## config.mk

```make
export PLATFORM = sky130hd
export DESIGN_NAME = scs_top
export DESIGN_NICKNAME = d
export VERILOG_FILES = /design/src/hdl/scs_sync.v /design/src/hdl/scs_top.v
export VERILOG_INCLUDE_DIRS = /design/src /design/src/hdl
export SDC_FILE = /design/constraint.sdc
export NUM_CORES = 1
export LEC_CHECK = 0
export ABC_CLOCK_PERIOD_IN_PS = 1770
export BUFFER_PORTS_ARGS = -buffer_cell sky130_fd_sc_hd__buf_2
export CAP_MARGIN = 0
export CORE_ASPECT_RATIO = 2
export CORE_MARGIN = 5
export CORE_UTILIZATION = 50
export DETAILED_ROUTE_END_ITERATION = 16
export PLACE_DENSITY = 0.67
export SYNTH_ARGS = -nofsm -noshare
export SYNTH_HDL_FRONTEND = slang
export SYNTH_SLANG_ARGS = --single-unit
```

## constraint.sdc

```tcl
create_clock -name CLK_I -period 1.77 [get_ports CLK_I]
set_input_delay 0.177 -clock CLK_I [delete_from_list [all_inputs] [get_ports CLK_I]]
set_output_delay 0.177 -clock CLK_I [all_outputs]
set_load 0.02 [all_outputs]
```

## src/hdl/scs_map.vh

```
/*
 * Constants for the switch control block: channel counts, shift widths,
 * positions inside the synchronised input vector and reset values.
 * Assumes it is included by bare name from the design files under hdl/.
 */
`ifndef SCS_MAP_VH
`define SCS_MAP_VH

// Channel counts
`define SCS_NCH        8
`define SCS_NHEAVY     6
`define SCS_NPAIR      3

// Serial shift path
`define SCS_SHW        16
`define SCS_SH_MSB     15
`define SCS_BYTE       8
`define SCS_CMD_W      6
`define SCS_CNT_W      5
`define SCS_CNT_8      5'h08
`define SCS_CNT_16     5'h10
`define SCS_CNT_ZERO   5'h00
`define SCS_CNT_ONE    5'h01

// Positions inside the synchronised input vector
`define SCS_SYNC_W     24
`define SCS_S_CS       0
`define SCS_S_SCLK     1
`define SCS_S_SI       2
`define SCS_S_MODE     3
`define SCS_S_OV       4
`define SCS_S_PAIR_LO  5
`define SCS_S_PAIR_HI  7
`define SCS_S_PAR_LO   8
`define SCS_S_PAR_HI   15
`define SCS_S_FLT_LO   16
`define SCS_S_FLT_HI   23

// Reset values
`define SCS_SYNC_RST   1'h0
`define SCS_CS_RST     1'h1
`define SCS_CMD_RST    6'h00
`define SCS_FLT_RST    8'h00
`define SCS_SH_RST     16'h0000
`define SCS_LOW_RST    8'h00
`define SCS_SW_N_RST   8'hff
`define SCS_OE_N_RST   1'h1

`endif

```

## src/hdl/scs_sync.v

```verilog
/*
 * Bank of two-flop synchronisers, one per input bit.
 * Assumes every input bit is asynchronous to CLK_I and needs only
 * level transfer; edges are found downstream on the second flop.
 */
`include "scs_map.vh"
`timescale 1ns/1ps
`default_nettype none

module scs_sync (
  input  wire                     clk_i,     // Block clock
  input  wire                     reset_n_i, // Asynchronous reset, active low
  input  wire [`SCS_SYNC_W-1:0]   d_i,       // Raw asynchronous inputs
  output wire [`SCS_SYNC_W-1:0]   q_o        // Synchronised levels
);

  reg  [`SCS_SYNC_W-1:0] meta_r; // First stage, read only by second stage
  reg  [`SCS_SYNC_W-1:0] sync_r; // Second stage

  genvar b;
  generate
    for (b = 0; b < `SCS_SYNC_W; b = b + 1) begin : g_bit
      // Two flops per bit; chip select idles high out of reset
      always @(posedge clk_i or negedge reset_n_i) begin
        if (!reset_n_i) begin
          meta_r[b] <= (b == `SCS_S_CS) ? `SCS_CS_RST : `SCS_SYNC_RST;
          sync_r[b] <= (b == `SCS_S_CS) ? `SCS_CS_RST : `SCS_SYNC_RST;
        end else begin
          meta_r[b] <= d_i[b];
          sync_r[b] <= meta_r[b];
        end
      end
    end
  endgenerate

  assign q_o = sync_r;

endmodule

`default_nettype wire

```

## src/hdl/scs_top.v

```verilog
/*
 * Control logic of an eight channel low-side switch: serial command port,
 * parallel inputs, paired overrides under mode select, fault status return
 * and over-voltage shutdown.
 * Assumes the host is the serial master and drives chip select, serial
 * clock and serial input; the serial clock is sampled by CLK_I, which must
 * run at least several times faster than it. Fault flags come from the
 * analog sense logic as levels.
 */
`include "scs_map.vh"
`timescale 1ns/1ps
`default_nettype none

module scs_top (
  input  wire                  CLK_I,                 // Block clock, 20 MHz
  input  wire                  RESET_N_I,             // Asynchronous reset, active low
  input  wire                  SPI_CS_N_I,            // Chip select from host, active low
  input  wire                  SPI_SCLK_I,            // Serial clock from host
  input  wire                  SPI_SI_I,              // Serial data from host
  output wire                  SPI_SO_O,              // Serial data to host
  output wire                  SPI_SO_OE_N_O,         // Serial output enable, low drives
  input  wire                  MODE_SEL_I,            // Mode select, high selects overrides
  input  wire                  BATTERY_SUPPLY_OV_I,   // Battery supply over-voltage flag
  input  wire                  PAIR_OVERRIDE_A_I,     // Override for channels 0 and 1
  input  wire                  PAIR_OVERRIDE_B_I,     // Override for channels 2 and 3
  input  wire                  PAIR_OVERRIDE_C_I,     // Override for channels 4 and 5
  input  wire [`SCS_NCH-1:0]   PARALLEL_CTL_I,        // Parallel control, one per channel
  input  wire [`SCS_NCH-1:0]   FAULT_SENSE_I,         // Fault flags from sense logic
  output wire [`SCS_NCH-1:0]   SWITCH_CH_N_O          // Switch outputs, low is on
);

  // Synchronised copies of every outside input except clock and reset
  wire [`SCS_SYNC_W-1:0] raw_in;   // Raw inputs gathered in one vector
  wire [`SCS_SYNC_W-1:0] sync_in;  // Same inputs after two flops

  assign raw_in = {FAULT_SENSE_I,
                   PARALLEL_CTL_I,
                   PAIR_OVERRIDE_C_I,
                   PAIR_OVERRIDE_B_I,
                   PAIR_OVERRIDE_A_I,
                   BATTERY_SUPPLY_OV_I,
                   MODE_SEL_I,
                   SPI_SI_I,
                   SPI_SCLK_I,
                   SPI_CS_N_I};

  // Two-flop synchroniser bank for all input pins but clock and reset
  scs_sync u_sync (
    .clk_i     (CLK_I),
    .reset_n_i (RESET_N_I),
    .d_i       (raw_in),
    .q_o       (sync_in)
  );

  // Named views of the synchronised vector
  wire                   cs_n_s;   // Chip select, active low
  wire                   sclk_s;   // Serial clock level
  wire                   si_s;     // Serial input level
  wire                   mode_s;   // Mode select level
  wire                   ov_s;     // Over-voltage level
  wire [`SCS_NPAIR-1:0]  pair_s;   // Pair overrides, c b a
  wire [`SCS_NCH-1:0]    par_s;    // Parallel controls
  wire [`SCS_NCH-1:0]    flt_s;    // Fault sense flags

  assign cs_n_s = sync_in[`SCS_S_CS];
  assign sclk_s = sync_in[`SCS_S_SCLK];
  assign si_s   = sync_in[`SCS_S_SI];
  assign mode_s = sync_in[`SCS_S_MODE];
  assign ov_s   = sync_in[`SCS_S_OV];
  assign pair_s = sync_in[`SCS_S_PAIR_HI:`SCS_S_PAIR_LO];
  assign par_s  = sync_in[`SCS_S_PAR_HI:`SCS_S_PAR_LO];
  assign flt_s  = sync_in[`SCS_S_FLT_HI:`SCS_S_FLT_LO];

  // Delayed copies for edge detection, taken from the second flop
  reg                    cs_n_d_r; // Chip select one cycle ago
  reg                    sclk_d_r; // Serial clock one cycle ago

  always @(posedge CLK_I or negedge RESET_N_I) begin
    if (!RESET_N_I) begin
      cs_n_d_r <= `SCS_CS_RST;
      sclk_d_r <= `SCS_SYNC_RST;
    end else begin
      cs_n_d_r <= cs_n_s;
      sclk_d_r <= sclk_s;
    end
  end

  // Edge strobes, one cycle each
  wire cs_fall;   // Transfer starts
  wire cs_rise;   // Transfer ends
  wire sclk_rise; // Sample edge inside a transfer
  wire sclk_fall; // Output edge inside a transfer

  assign cs_fall   = cs_n_d_r & ~cs_n_s;
  assign cs_rise   = ~cs_n_d_r & cs_n_s;
  assign sclk_rise = ~cs_n_s & ~sclk_d_r & sclk_s;
  assign sclk_fall = ~cs_n_s & sclk_d_r & ~sclk_s;

  // Serial state
  reg  [`SCS_NCH-1:0]    fault_r;  // Fault status register
  reg  [`SCS_SHW-1:0]    shift_r;  // Status out, command in
  reg  [`SCS_CNT_W-1:0]  bits_r;   // Rising edges seen this transfer
  reg  [`SCS_CMD_W-1:0]  cmd_r;    // Latched serial command
  reg                    so_r;     // Serial output bit
  reg                    so_oe_n_r;// Serial output enable, low drives

  // Fault register follows sense flags only while deselected
  always @(posedge CLK_I or negedge RESET_N_I) begin
    if (!RESET_N_I) begin
      fault_r <= `SCS_FLT_RST;
    end else if (cs_n_s) begin
      fault_r <= flt_s;
    end
  end

  // Shift register: load status at start, shift in on rising edges
  always @(posedge CLK_I or negedge RESET_N_I) begin
    if (!RESET_N_I) begin
      shift_r <= `SCS_SH_RST;
    end else if (cs_fall) begin
      // Status byte leads, channel 7 in the top bit
      shift_r <= {fault_r, `SCS_LOW_RST};
    end else if (sclk_rise) begin
      // Received bits enter at the bottom; the first byte fills the low half after eight
      shift_r <= {shift_r[`SCS_SH_MSB-1:0], si_s};
    end
  end

  // Count rising edges so that a short transfer is discarded
  always @(posedge CLK_I or negedge RESET_N_I) begin
    if (!RESET_N_I) begin
      bits_r <= `SCS_CNT_ZERO;
    end else if (cs_fall) begin
      bits_r <= `SCS_CNT_ZERO;
    end else if (sclk_rise && (bits_r != `SCS_CNT_16)) begin
      bits_r <= bits_r + `SCS_CNT_ONE;
    end
  end

  // Command latch on chip select rise; the last byte in is the one kept
  always @(posedge CLK_I or negedge RESET_N_I) begin
    if (!RESET_N_I) begin
      cmd_r <= `SCS_CMD_RST;
    end else if (cs_rise && ((bits_r == `SCS_CNT_8) || (bits_r == `SCS_CNT_16))) begin
      // Low six bits of the final byte map to channels 5 down to 0
      cmd_r <= shift_r[`SCS_CMD_W-1:0];
    end
  end

  // Serial output: first bit at select, next bits on falling edges
  always @(posedge CLK_I or negedge RESET_N_I) begin
    if (!RESET_N_I) begin
      so_r      <= `SCS_SYNC_RST;
      so_oe_n_r <= `SCS_OE_N_RST;
    end else begin
      // Drive only while selected and mode select is low
      so_oe_n_r <= cs_n_s | mode_s;
      if (cs_fall) begin
        so_r <= fault_r[`SCS_NCH-1];
      end else if (sclk_fall) begin
        // Status leaves from the top; after eight rises the first byte is echoed
        if (bits_r < `SCS_CNT_8) begin
          so_r <= shift_r[`SCS_SH_MSB];
        end else begin
          so_r <= shift_r[`SCS_BYTE-1];
        end
      end
    end
  end

  // Gate decision per channel, gate high means channel on
  reg  [`SCS_NCH-1:0]    gate_nxt; // Next gate states
  reg  [`SCS_NCH-1:0]    sw_n_r;   // Registered switch outputs

  genvar ch;
  generate
    for (ch = 0; ch < `SCS_NCH; ch = ch + 1) begin : g_ch
      if (ch < `SCS_NHEAVY) begin : g_heavy
        // Heavy channel: override pair under mode, else command OR pin
        always @* begin
          if (ov_s) begin
            gate_nxt[ch] = 1'b0;
          end else if (mode_s) begin
            gate_nxt[ch] = pair_s[ch / 2];
          end else begin
            gate_nxt[ch] = cmd_r[ch] | par_s[ch];
          end
        end
      end else begin : g_light
        // Light channel: parallel pin only, off under mode select
        always @* begin
          if (ov_s || mode_s) begin
            gate_nxt[ch] = 1'b0;
          end else begin
            gate_nxt[ch] = par_s[ch];
          end
        end
      end
    end
  endgenerate

  // Switch outputs are the inverted gates
  always @(posedge CLK_I or negedge RESET_N_I) begin
    if (!RESET_N_I) begin
      sw_n_r <= `SCS_SW_N_RST;
    end else begin
      sw_n_r <= ~gate_nxt;
    end
  end

  assign SPI_SO_O      = so_r;
  assign SPI_SO_OE_N_O = so_oe_n_r;
  assign SWITCH_CH_N_O = sw_n_r;

endmodule

`default_nettype wire

```

## Yosys cells after proc, flatten, opt, wreduce, memory -nomap -nowiden

Index checks and enable logic that the tools add are counted.

| operators by class | value |
|---|---|
| eq/ne operators | 3 |
| mux-type cells | 21 |
| $add $sub $neg | 1 |
| bitwise operators | 18 |
| order comparisons | 1 |
| reductions and logical operators | 7 |

Operators with widths:

| cell | number |
|---|---|
| $mux W16 | 2 |
| $mux W1 | 17 |
| $mux W5 | 2 |
| $not A8 Y8 | 1 |
| $or A1 B1 Y1 | 7 |
| $and A1 B1 Y1 | 6 |
| $reduce_bool A2 Y1 | 3 |
| $add A5 B1 Y5 const B | 1 |
| $eq A5 B4 Y1 const B | 1 |
| $eq A5 B5 Y1 const B | 1 |
| $lt A5 B4 Y1 const B | 1 |
| $ne A5 B5 Y1 const B | 1 |
| $not A1 Y1 | 4 |
| $logic_and A1 B1 Y1 | 2 |
| $logic_or A1 B1 Y1 | 2 |

| word-level totals | value |
|---|---|
| register bits after elaboration | 95 |
| output and inout bits | 10 |
| logic and storage cells | 108 |
| input bits | 26 |

## Depth between registers and ports, before layout

Gate-level depths: netlist (run 1).

| logic depth | value |
|---|---|
| depth in word-level cells | 6 |
| gate-level depth with buffers | 6 |
| mapped depth without buffers | 5 |

## Cells and area by module

A second synthesis (run 1) with hierarchy kept.

| second synthesis, totals | value |
|---|---|
| cell total of the unflattened synthesis | 226 |
| area, all modules | 3,200.6 µm² |

Modules (own cells, without submodules):

| module | seq. area each (µm²) | cells an instance | area each (µm²) | times used |
|---|---|---|---|---|
| scs_top | 1,188.6 | 178 | 1,996.9 | 1 |
| scs_sync | 1,203.7 | 48 | 1,203.7 | 1 |

## Worst setup path before layout (run 1)

No wires, ideal clock.

| timing path | value |
|---|---|
| path kind | register to register |
| start | reg u_sync.sync_r[0], in the netlist u_sync.q_o[0] |
| end | reg bits_r[3] |
| cell stages (with the launch flop) | 6 |
| arrival | 1.443 ns |
| setup slack | 0.249 ns |
| path buffers | 2 |
| required time | 1.692 ns |
| setup time | 0.078 ns |
| period minus slack after synthesis | 1.521 ns |
| cells stage by stage | dfstp_2 > buf_6 > or3b_1 > buf_6 > or3_1 > a21oi_1 |

| between the ends | value |
|---|---|
| cells in the longest elaborated chain, start to end | 5 |
| elaborated cells between the ends (all ways) | 7 |
| classes of those cells | mux (1); bitwise (4); reduce/logical (2) |

Ends and longest elaborated chain:

| item | RTL line | RTL |
|---|---|---|
| start, declared | scs_sync.v:18 | `` reg [`SCS_SYNC_W-1:0] sync_r; `` |
| start signal, assigned by index | scs_sync.v:27 | `` sync_r[b] <= (b == `SCS_S_CS) ? `SCS_CS_RST : `SCS_SYNC_RST; `` |
| start signal, assigned by index | scs_sync.v:30 | `sync_r[b] <= meta_r[b];` |
| $not A1 Y1 * | scs_top.v:94, scs_top.v:96 |  |
| $and A1 B1 Y1 (2 in a row) | scs_top.v:96 | `assign sclk_rise = ~cs_n_s & ~sclk_d_r & sclk_s;` |
| $logic_and A1 B1 Y1 | scs_top.v:135 | `` end else if (sclk_rise && (bits_r != `SCS_CNT_16)) begin `` |
| $reduce_bool A2 Y1 (no line) | - |  |
| end signal, assigned | scs_top.v:132 | `` bits_r <= `SCS_CNT_ZERO; `` |
| end signal, assigned | scs_top.v:134 | `` bits_r <= `SCS_CNT_ZERO; `` |
| end signal, assigned | scs_top.v:136 | `` bits_r <= bits_r + `SCS_CNT_ONE; `` |
| end, declared | scs_top.v:102 | `` reg [`SCS_CNT_W-1:0] bits_r; `` |

Every way passes the cells marked *; elsewhere a longest branch is shown, timed or not.
A chain may end at the register's enable or synchronous reset.

## Final worst setup path (run 1)

| timing path | value |
|---|---|
| start | reg bits_r[0] |
| end | reg cmd_r[3] |

| between the ends | value |
|---|---|
| cells in the longest elaborated chain, start to end | 3 |
| elaborated cells between the ends (all ways) | 4 |
| classes of those cells | eq/ne (2); reduce/logical (2) |

Ends and longest elaborated chain:

| item | RTL line | RTL |
|---|---|---|
| $eq A5 B4 Y1 (no line) / $eq A5 B5 Y1 (equally long branches) | - |  |
| $logic_or A1 B1 Y1 * | scs_top.v:144 | `` end else if (cs_rise && ((bits_r == `SCS_CNT_8) \|\| (bits_r == `SCS_CNT_16))) begin `` |
| $logic_and A1 B1 Y1 * | scs_top.v:144 |  |
| end signal, assigned | scs_top.v:143 | `` cmd_r <= `SCS_CMD_RST; `` |
| end signal, assigned | scs_top.v:146 | `` cmd_r <= shift_r[`SCS_CMD_W-1:0]; `` |
| end, declared | scs_top.v:103 | `` reg [`SCS_CMD_W-1:0] cmd_r; `` |

Marked as above.

==> impl_metrics.env, run 1 <==
export IMPL_synth_top_cells_by_area="dfrtp_1, dfstp_2, mux2_2, nand2_1, nand3_1"
export IMPL_hold_class="input pin to asynchronous set/reset pin"
export IMPL_crit_fanout=6
export IMPL_core_um2=6260
export IMPL_yosys_area_top_type="dfrtp_1"
export IMPL_stdcell_count=384
export IMPL_initial_core_util=0.511
export IMPL_setup_viol=0
export IMPL_min_period_over_period=0.918
export IMPL_critPathRequiredTime_ns=1.99
export IMPL_yosys_register_bits=95
export IMPL_firstDrtPassIters=4
export IMPL_grt_pass1_vias=2062
export IMPL_leakage_uw=0.00186
export IMPL_routabilityCongestion=0.775
export IMPL_area_growth_pct=28.1
export IMPL_port_buffer_count=35
export IMPL_wire_per_inst_um=14.1
export IMPL_crit_type="flip-flop to flip-flop"
export IMPL_crit_path_end_kind="flip-flop"
export IMPL_dp_cells=343
export IMPL_clockRootBuffer="clkbuf_16"
export IMPL_postRouteWirelength_um=5400
export IMPL_syn_inst=226
export IMPL_p_total_uw=4870
export IMPL_min_period_ns=1.63
export IMPL_arrival_ns=1.85
export IMPL_grt_antenna_before_repair=0
export IMPL_num_fill_cells=510
export IMPL_max_freq_mhz=615
export IMPL_syn_area_um2=3200
export IMPL_fin_setup_tns_ns=0
export IMPL_cts_buffers_inserted=9
export IMPL_final_common_cell="dfrtp_1"
export IMPL_synth_top_area_frac=0.649
export IMPL_placed_area_um2=3490
export IMPL_ir_drop_mv=1.42
export IMPL_start_kind="flip-flop"
export IMPL_clock_skew_ns=0.00653
export IMPL_layout_setup_ws_ns=0.145
export IMPL_syn_nets=254
export IMPL_die_area_um2=8200
export IMPL_drive_gt1_frac=0.292
export IMPL_hold_viol=0
export IMPL_grt_max_degree=77
export IMPL_mostFrequentLayoutCells="dfrtp_1, buf_2, nand2_1"
export IMPL_yosysSeqAreaShare=0.747
export IMPL_clk_latency_ns=0.34
export IMPL_vias_per_cell=4.96
export IMPL_status="finished, final reports clean"
export IMPL_cts_max_path_buffers=2
export IMPL_rsz0062_at_grt="false"
export IMPL_drv_slew=0
export IMPL_final_area_um2=4100
export IMPL_pre_cts_slack_ns=0.00216
export IMPL_vias=1903
export IMPL_track_usage=0.163
export IMPL_grt_pass1_wl_um=9650
export IMPL_drc_errors=0
export IMPL_die_width_um=66.6
export IMPL_antenna_cells=0
export IMPL_num_rows=41
export IMPL_dp_hpwl_um=3420
export IMPL_cts_tree="done"
export IMPL_h_tree_depth=3
export IMPL_synth_cell_type_count=33
export IMPL_cts_setup_buffers=0
export IMPL_syn_avg_cell_area_um2=14.2
export IMPL_p_per_area_nw_per_um2=1190
export IMPL_grt_ovfl_total=0
export IMPL_pin_count=36
export IMPL_max_cap_violations=0
export IMPL_die_height_um=123
export IMPL_fin_nets=321
export IMPL_clk_pin_slew_ns=0.06
export IMPL_tightest_slew_ns=0.724
export IMPL_relSlewSlack=0.517
export IMPL_ant_nets=0
export IMPL_drt_iter0_markers=89
export IMPL_cts_sinks=95
export IMPL_yosysWarnings=0
-- critical path, stage by stage (launching register included) --
cell	delay, ns
dfrtp_1	0.41
inv_1	0.10
ha_1	0.19
nor4bb_2	0.25
nand2_1	0.24
mux2_2	0.33
-- where the power goes --
group          switching, µW  internal (µW)
clock network            792           1390
logic                    153            149
registers               68.3           2310
total                   1010           3860
-- metal layers --
layer | up-vias | wire length, µm | track usage
li1 | 908 | - | -
met1 | 951 | 2090 | 0.181
met2 | 32 | 2920 | 0.266
met3 | 12 | 194 | 0.0300
met4 | 0 | 201 | 0.130
met5 | - | 0 | 0
-- state kept, by name, summed over array words and instances (netlist names) --
signal,cells
SPI_SO_O,1
SPI_SO_OE_N_O,1
SWITCH_CH_N_O,8
bits_r,5
cmd_r,6
cs_n_d_r,1
fault_r,8
sclk_d_r,1
shift_r,16
u_sync.meta_r,24
u_sync.q_o,24
-- worst paths after layout --
kind / from / to / slack, ns / cells past startpoint
setup / recovery: bits_r[0] / cmd_r[3] / 0.14 / 5
hold / removal: RESET_N_I / u_sync.q_o[14] / 0.25 / 2
setup reg to reg: bits_r[0] / cmd_r[3] / 0.14 / 5
hold reg to reg: u_sync.meta_r[3] / u_sync.q_o[3] / 0.34 / 0
max in group asynchronous: RESET_N_I / u_sync.q_o[0] / 0.81 / 3
min in group CLK_I: u_sync.meta_r[3] / u_sync.q_o[3] / 0.34 / 0
-- synth_stat cells --
cell type and n:
a21oi_1 14, a222oi_1 1, a22oi_1 1, a31o_2 1, a31oi_1 2, buf_1 1
buf_2 1, buf_6 2, clkbuf_1 6, dfrtp_1 83, dfstp_2 12, ha_1 2
inv_1 5, mux2_2 14, mux2i_1 2, nand2_1 28, nand2b_1 2, nand3_1 19
nand3b_1 1, nand4bb_1 1, nor2_1 4, nor2b_1 2, nor3b_2 1, nor4_1 1
nor4bb_1 2, o21ai_0 5, o31ai_1 6, o41ai_1 1, or2_2 1, or3_1 2
or3b_1 1, or4bb_1 1, xor2_1 1
-- cells by family after synthesis --
kind of cell | count (synthesis) | synth area share
flip-flops | 95 | 0.747
buffers and inverters | 15 | 0.0227
adder cells (fa/ha/maj) | 2 | 0.00782
XOR/XNOR | 1 | 0.00274
multiplexers | 16 | 0.0555
AND/OR/NAND/NOR | 66 | 0.105
AO/OA/AOI/OAI | 31 | 0.0586
-- stage by stage --
stage | utilization | hold WS, ns
floorplan | - | -0.119
global placement | 0.558 | 0.0641
detailed placement | 0.558 | 0.0754
CTS | 0.654 | 0.248
global route | 0.655 | 0.275
finish | 0.655 | 0.253
-- area by class of cell --
type / instances / area (µm²) / share of cell area
clock buffer: 10 / 229 / 0.0558
clock inverter: 6 / 116 / 0.0284
inverter: 5 / 18.8 / 0.00458
multi-input combinational: 116 / 751 / 0.183
sequential: 95 / 2390 / 0.583
tap: 86 / 108 / 0.0262
timing repair buffer: 66 / 485 / 0.118
-- what timing repair did --
item	4_1_cts	5_1_grt
hold buffers	25	0
resized for setup	1	2
endpoints found under the setup margin	1	9
pin swaps	0	1
endpoints found under the hold margin	43	0
cloned	0	0
(Power assumes the default switching activity.)
==> run 2: changes to the inputs <==
--- a/config.mk
+++ b/config.mk
@@ -14,6 +14,8 @@
 export CORE_UTILIZATION = 50
 export DETAILED_ROUTE_END_ITERATION = 16
 export PLACE_DENSITY = 0.67
+export REMOVE_ABC_BUFFERS = 1
+export SLEW_MARGIN = 20
 export SYNTH_ARGS = -nofsm -noshare
 export SYNTH_HDL_FRONTEND = slang
 export SYNTH_SLANG_ARGS = --single-unit
==> run 2 against run 1 <==
First-iteration DRC count increased by 11%; final cell count increased by 0.26%; hold slack got worse by 0.0036 ns; sequential cell count stayed put; critical path depth is the same; global-route usage rose by 0.058 points; non-clock buffer count rose by 2; via count rose by 0.11%; critical path type unchanged; critical endpoint is now cmd_r[5]; largest cell class unchanged.
==> impl_metrics.env, run 2 (synthesized netlist as in run 1, its figures left out) <==
export IMPL_die_width_um=66.6
export IMPL_crit_path_end_kind="flip-flop"
export IMPL_min_period_ns=1.57
export IMPL_crit_fanout=6
export IMPL_multi_input_area_um2=748
export IMPL_max_freq_mhz=635
export IMPL_clk_pin_slew_ns=0.06
export IMPL_pin_count=36
export IMPL_num_fill_cells=524
export IMPL_fin_setup_tns_ns=0
export IMPL_clk_latency_ns=0.34
export IMPL_final_common_cell="dfrtp_1"
export IMPL_drive_gt1_frac=0.291
export IMPL_vias=1905
export IMPL_r2r_end="cmd_r[5]"
export IMPL_rsz0062_at_grt="false"
export IMPL_final_seq_area_um2=2390
export IMPL_die_height_um=123
export IMPL_max_cap_violations=0
export IMPL_arrival_ns=1.80
export IMPL_mostFrequentLayoutCells="dfrtp_1, buf_2, nand2_1"
export IMPL_hold_class="input pin to asynchronous set/reset pin"
export IMPL_relSlewSlack=0.522
export IMPL_rr_worst_depth=5
export IMPL_cts_tree="done"
export IMPL_firstDrtPassIters=4
export IMPL_cts_setup_buffers=0
export IMPL_hold_viol=0
export IMPL_track_usage=0.163
export IMPL_ant_nets=0
export IMPL_antenna_cells=0
export IMPL_crit_type="flip-flop to flip-flop"
export IMPL_grt_antenna_before_repair=0
export IMPL_pre_cts_slack_ns=0.00659
export IMPL_drt_iter0_markers=99
export IMPL_ir_drop_mv=0.896
export IMPL_min_period_over_period=0.889
export IMPL_setup_viol=0
export IMPL_initial_core_util=0.511
export IMPL_p_per_area_nw_per_um2=1100
export IMPL_critPathRequiredTime_ns=1.99
export IMPL_grt_max_degree=41
export IMPL_core_um2=6260
export IMPL_cts_sinks=95
export IMPL_num_rows=41
export IMPL_grt_ovfl_total=0
export IMPL_tightest_slew_ns=0.717
export IMPL_wire_per_inst_um=14.0
export IMPL_die_area_um2=8200
export IMPL_postRouteWirelength_um=5400
export IMPL_drc_errors=0
export IMPL_routabilityCongestion=0.718
export IMPL_area_growth_pct=26.3
export IMPL_cts_buffers_inserted=9
export IMPL_cts_max_path_buffers=2
export IMPL_fin_nets=323
export IMPL_clock_skew_ns=0.00492
export IMPL_h_tree_depth=3
export IMPL_r2r_slack_ns=0.20
export IMPL_critPathCapture="cmd_r[5]"
export IMPL_grt_pass1_wl_um=9580
export IMPL_grt_pass1_vias=2007
export IMPL_drv_slew=0
export IMPL_leakage_uw=0.00184
export IMPL_start_kind="flip-flop"
export IMPL_reg2reg_from="bits_r[0]"
export IMPL_port_buffer_count=35
export IMPL_clockRootBuffer="clkbuf_16"
export IMPL_status="finished, final reports clean"
export IMPL_dp_hpwl_um=3520
export IMPL_vias_per_cell=4.95
export IMPL_layout_setup_ws_ns=0.196
export IMPL_crit_start="bits_r[0]"
-- run 2: cell types whose count changed in the layout (fill, tap and decap cells not counted) --
| cell | change |
|---|---|
| clkinv_2 | +1 |
| nand2b_1 | +1 |
| inv_6 | -2 |
| clkinv_4 | -1 |
| buf_4 | +2 |
| bufinv_16 | -3 |
| clkbuf_8 | +2 |
| nand2b_2 | -1 |
| clkinvlp_4 | +2 |
-- run 2: timing repair --
item                                    4_1_cts  5_1_grt
hold endpoints to repair                     60        0
pin swaps                                     0        1
hold buffers                                 25        0
endpoints found under the setup margin        1        6
gates resized for setup                       1        1
-- run 2: where the power goes --
group | switching, µW | leakage, µW | internal (µW)
Clock | 749 | 0.000131 | 1020
Combinational | 155 | 0.000564 | 152
Sequential | 65.7 | 0.00114 | 2320
Total | 970 | 0.00184 | 3480
-- run 2: final cells by class --
type	count	area share
multi-input cells	116	0.185
well taps	86	0.0266
flip-flops and latches	95	0.592
clock inverters	3	0.00495
clock buffers	12	0.0634
inverters	5	0.00464
repair buffers	68	0.124
-- run 2: critical path: stages (launching register included) --
cell and delay, ns:
dfrtp_1 0.39, inv_1 0.07, ha_1 0.22, nor4bb_2 0.17
nand2_1 0.23, mux2_2 0.37
-- run 2: per-stage QoR --
stage	cell area [µm²]	power, µW	std cells	hold WS [ns]	util
6_report	4040	4450	385	0.249	0.646
5_1_grt	4040	4680	385	0.260	0.646
4_1_cts	4040	4510	385	0.247	0.645
3_5_place_dp	3500	2690	345	0.0637	0.560
3_3_place_gp	3500	2670	345	0.0657	0.560
2_1_floorplan	3150	2540	216	-0.119	-
-- run 2: worst min-delay path by stage --
stage / slack [ns] / end
2_1_floorplan: -0.12 / SPI_SO_O
3_3_place_gp: 0.07 / u_sync.meta_r[5]
3_5_place_dp: 0.06 / u_sync.meta_r[5]
4_1_cts: 0.25 / u_sync.meta_r[8]
5_1_grt: 0.26 / u_sync.meta_r[5]
6_report: 0.25 / u_sync.meta_r[5]
-- run 2: metal layers --
metal	share of wire	wire length [µm]	vias up	track usage
met5	0	0	-	0
met3	0.043	234	8	0.0600
met4	0.024	131	0	0.0954
li1	-	-	911	-
met1	0.38	2070	949	0.185
met2	0.55	2960	37	0.261
==> run 3: changes to the inputs <==
--- a/config.mk
+++ b/config.mk
@@ -7,13 +7,13 @@
 export NUM_CORES = 1
 export LEC_CHECK = 0
 export ABC_CLOCK_PERIOD_IN_PS = 1770
-export BUFFER_PORTS_ARGS = -buffer_cell sky130_fd_sc_hd__buf_2
 export CAP_MARGIN = 0
 export CORE_ASPECT_RATIO = 2
 export CORE_MARGIN = 5
 export CORE_UTILIZATION = 50
 export DETAILED_ROUTE_END_ITERATION = 16
-export PLACE_DENSITY = 0.67
+export DONT_BUFFER_PORTS = 1
+export PLACE_DENSITY = 0.62
 export REMOVE_ABC_BUFFERS = 1
 export SLEW_MARGIN = 20
 export SYNTH_ARGS = -nofsm -noshare
==> run 3 against run 2 <==
The flow now finishes with violations (negative hold slack); die area is the same; clock skew grew 0.0024 ns; combinational power shrank 36%; first-iteration DRC count shrank 30%; global-route usage shrank 1.0 points; sequential cell count is the same; fmax shrank 6.6%; final cell count shrank 9.6%; via count shrank 7.0%; cell area shrank 4.7%; clock-buffer cell count grew 1; worst setup slack lost 0.11 ns.
==> impl_metrics.env, run 3 (synthesized netlist as in run 1, its figures left out) <==
export IMPL_status="finished with violations"
export IMPL_violations="negative hold slack"
export IMPL_rsz0062_at_grt="false"
export IMPL_fin_util=0.616
export IMPL_die_area_um2=8200
export IMPL_firstDrtPassIters=4
export IMPL_clk_latency_ns=0.34
export IMPL_placed_area_um2=3310
export IMPL_setup_viol=0
export IMPL_wire_per_inst_um=14.9
export IMPL_h_tree_depth=3
export IMPL_cts_tree="done"
export IMPL_cts_buffers_inserted=9
export IMPL_crit_type="flip-flop to flip-flop"
export IMPL_pre_cts_slack_ns=-0.0597
export IMPL_clockRootBuffer="clkbuf_16"
export IMPL_grt_ovfl_total=0
export IMPL_p_per_area_nw_per_um2=1160
export IMPL_area_growth_pct=20.4
export IMPL_crit_fanout=7
export IMPL_vias=1771
export IMPL_drc_errors=0
export IMPL_cts_max_path_buffers=2
export IMPL_grt_max_degree=96
export IMPL_stdcell_count=348
export IMPL_drt_iter0_markers=69
export IMPL_max_cap_violations=0
export IMPL_hold_viol=95
export IMPL_max_freq_mhz=593
export IMPL_antenna_cells=0
export IMPL_cts_setup_buffers=0
export IMPL_arrival_ns=1.90
export IMPL_ant_nets=0
export IMPL_min_period_ns=1.69
export IMPL_routabilityCongestion=0.784
export IMPL_hold_class="input pin to asynchronous set/reset pin"
export IMPL_crit_path_end_kind="flip-flop"
export IMPL_core_um2=6260
export IMPL_leakage_uw=0.00170
export IMPL_num_rows=41
export IMPL_postRouteWirelength_um=5180
export IMPL_tightest_slew_ns=0.744
export IMPL_dp_hpwl_um=3280
export IMPL_drv_slew=0
export IMPL_track_usage=0.153
export IMPL_die_width_um=66.6
export IMPL_ir_drop_mv=0.802
export IMPL_port_buffer_count=0
export IMPL_critPathRequiredTime_ns=1.99
export IMPL_hold_slack_ns=-0.469
export IMPL_hold_buffers=24
export IMPL_start_kind="flip-flop"
export IMPL_min_period_over_period=0.952
export IMPL_pin_count=36
export IMPL_die_height_um=123
export IMPL_drive_gt1_frac=0.183
export IMPL_vias_per_cell=5.09
export IMPL_grt_pass1_vias=1864
export IMPL_clk_pin_slew_ns=0.06
export IMPL_layout_setup_ws_ns=0.0843
export IMPL_grt_antenna_before_repair=0
export IMPL_dp_cells=308
export IMPL_final_area_um2=3850
export IMPL_grt_pass1_wl_um=9110
export IMPL_fin_nets=285
export IMPL_final_common_cell="dfrtp_1"
export IMPL_relSlewSlack=0.504
export IMPL_mostFrequentLayoutCells="dfrtp_1, nand2_1, dlygate4sd3_1"
export IMPL_clock_skew_ns=0.00727
export IMPL_initial_core_util=0.511
export IMPL_cts_sinks=95
==> run 3: cell types whose count changed in the layout (fill, tap and decap cells not counted), sizes merged <==
cell,before,now
clkinvlp,2,1
dlygate4sd3,25,24
buf,43,6
clkbuf,12,13
bufinv,0,1
==> run 3: path summary, 6_finish.rpt <==
path                                  start          endpoint  slack (ns)  cells past startpoint
max                           u_sync.q_o[0]          cmd_r[3]        0.08                      4
min                               RESET_N_I    u_sync.q_o[15]       -0.47                      0
max reg2reg                   u_sync.q_o[0]          cmd_r[3]        0.08                      4
min reg2reg                u_sync.meta_r[6]     u_sync.q_o[6]        0.35                      0
max in group asynchronous         RESET_N_I  u_sync.meta_r[0]        2.02                      0
min in group CLK_I         u_sync.meta_r[6]     u_sync.q_o[6]        0.35                      0
==> run 3: per-stage QoR <==
| stage | total power, µW | TNS [ns] | hold WS, ns |
|---|---|---|---|
| 6_report | 4490 | 0 | -0.469 |
| 5_1_grt | 4670 | 0 | -0.490 |
| 4_1_cts | 4540 | 0 | -0.481 |
| 3_5_place_dp | 2600 | -0.0597 | -0.116 |
| 3_3_place_gp | 2600 | 0 | -0.116 |
| 2_1_floorplan | 2540 | 0 | -0.119 |
==> run 3: worst max-delay path: stages, from the launching register on <==
cell,delay [ns]
dfstp_2,0.55
buf_4,0.16
nor4bb_1,0.30
nand2_1,0.24
mux2_2,0.32
==> run 3: cell type report <==
| type | instances | area (µm²) |
|---|---|---|
| inverters | 5 | 18.8 |
| clock inverters | 3 | 46.3 |
| clock buffers | 13 | 250 |
| fillers | 497 | 2400 |
| multi-input cells | 116 | 742 |
| flip-flops and latches | 95 | 2390 |
| repair buffers | 30 | 298 |
| well taps | 86 | 108 |
==> run 3: layer usage <==
| layer | global-route usage | vias up | share of wire |
|---|---|---|---|
| met5 | 0 | - | 0 |
| met4 | 0.111 | 0 | 0.032 |
| met3 | 0.0282 | 10 | 0.040 |
| met2 | 0.254 | 40 | 0.54 |
| met1 | 0.172 | 888 | 0.38 |
| li1 | - | 833 | - |
==> run 3: timing repair <==
item                                    4_1_cts  5_1_grt
resized for setup                             1        0
endpoints found under the setup margin        1        0
hold endpoints to repair                    119       95
==> run 3: power breakdown <==
| group | internal (µW) | switching [µW] |
|---|---|---|
| registers | 2320 | 90.1 |
| logic | 115 | 81.3 |
| clock network | 1140 | 748 |
| total | 3570 | 920 |
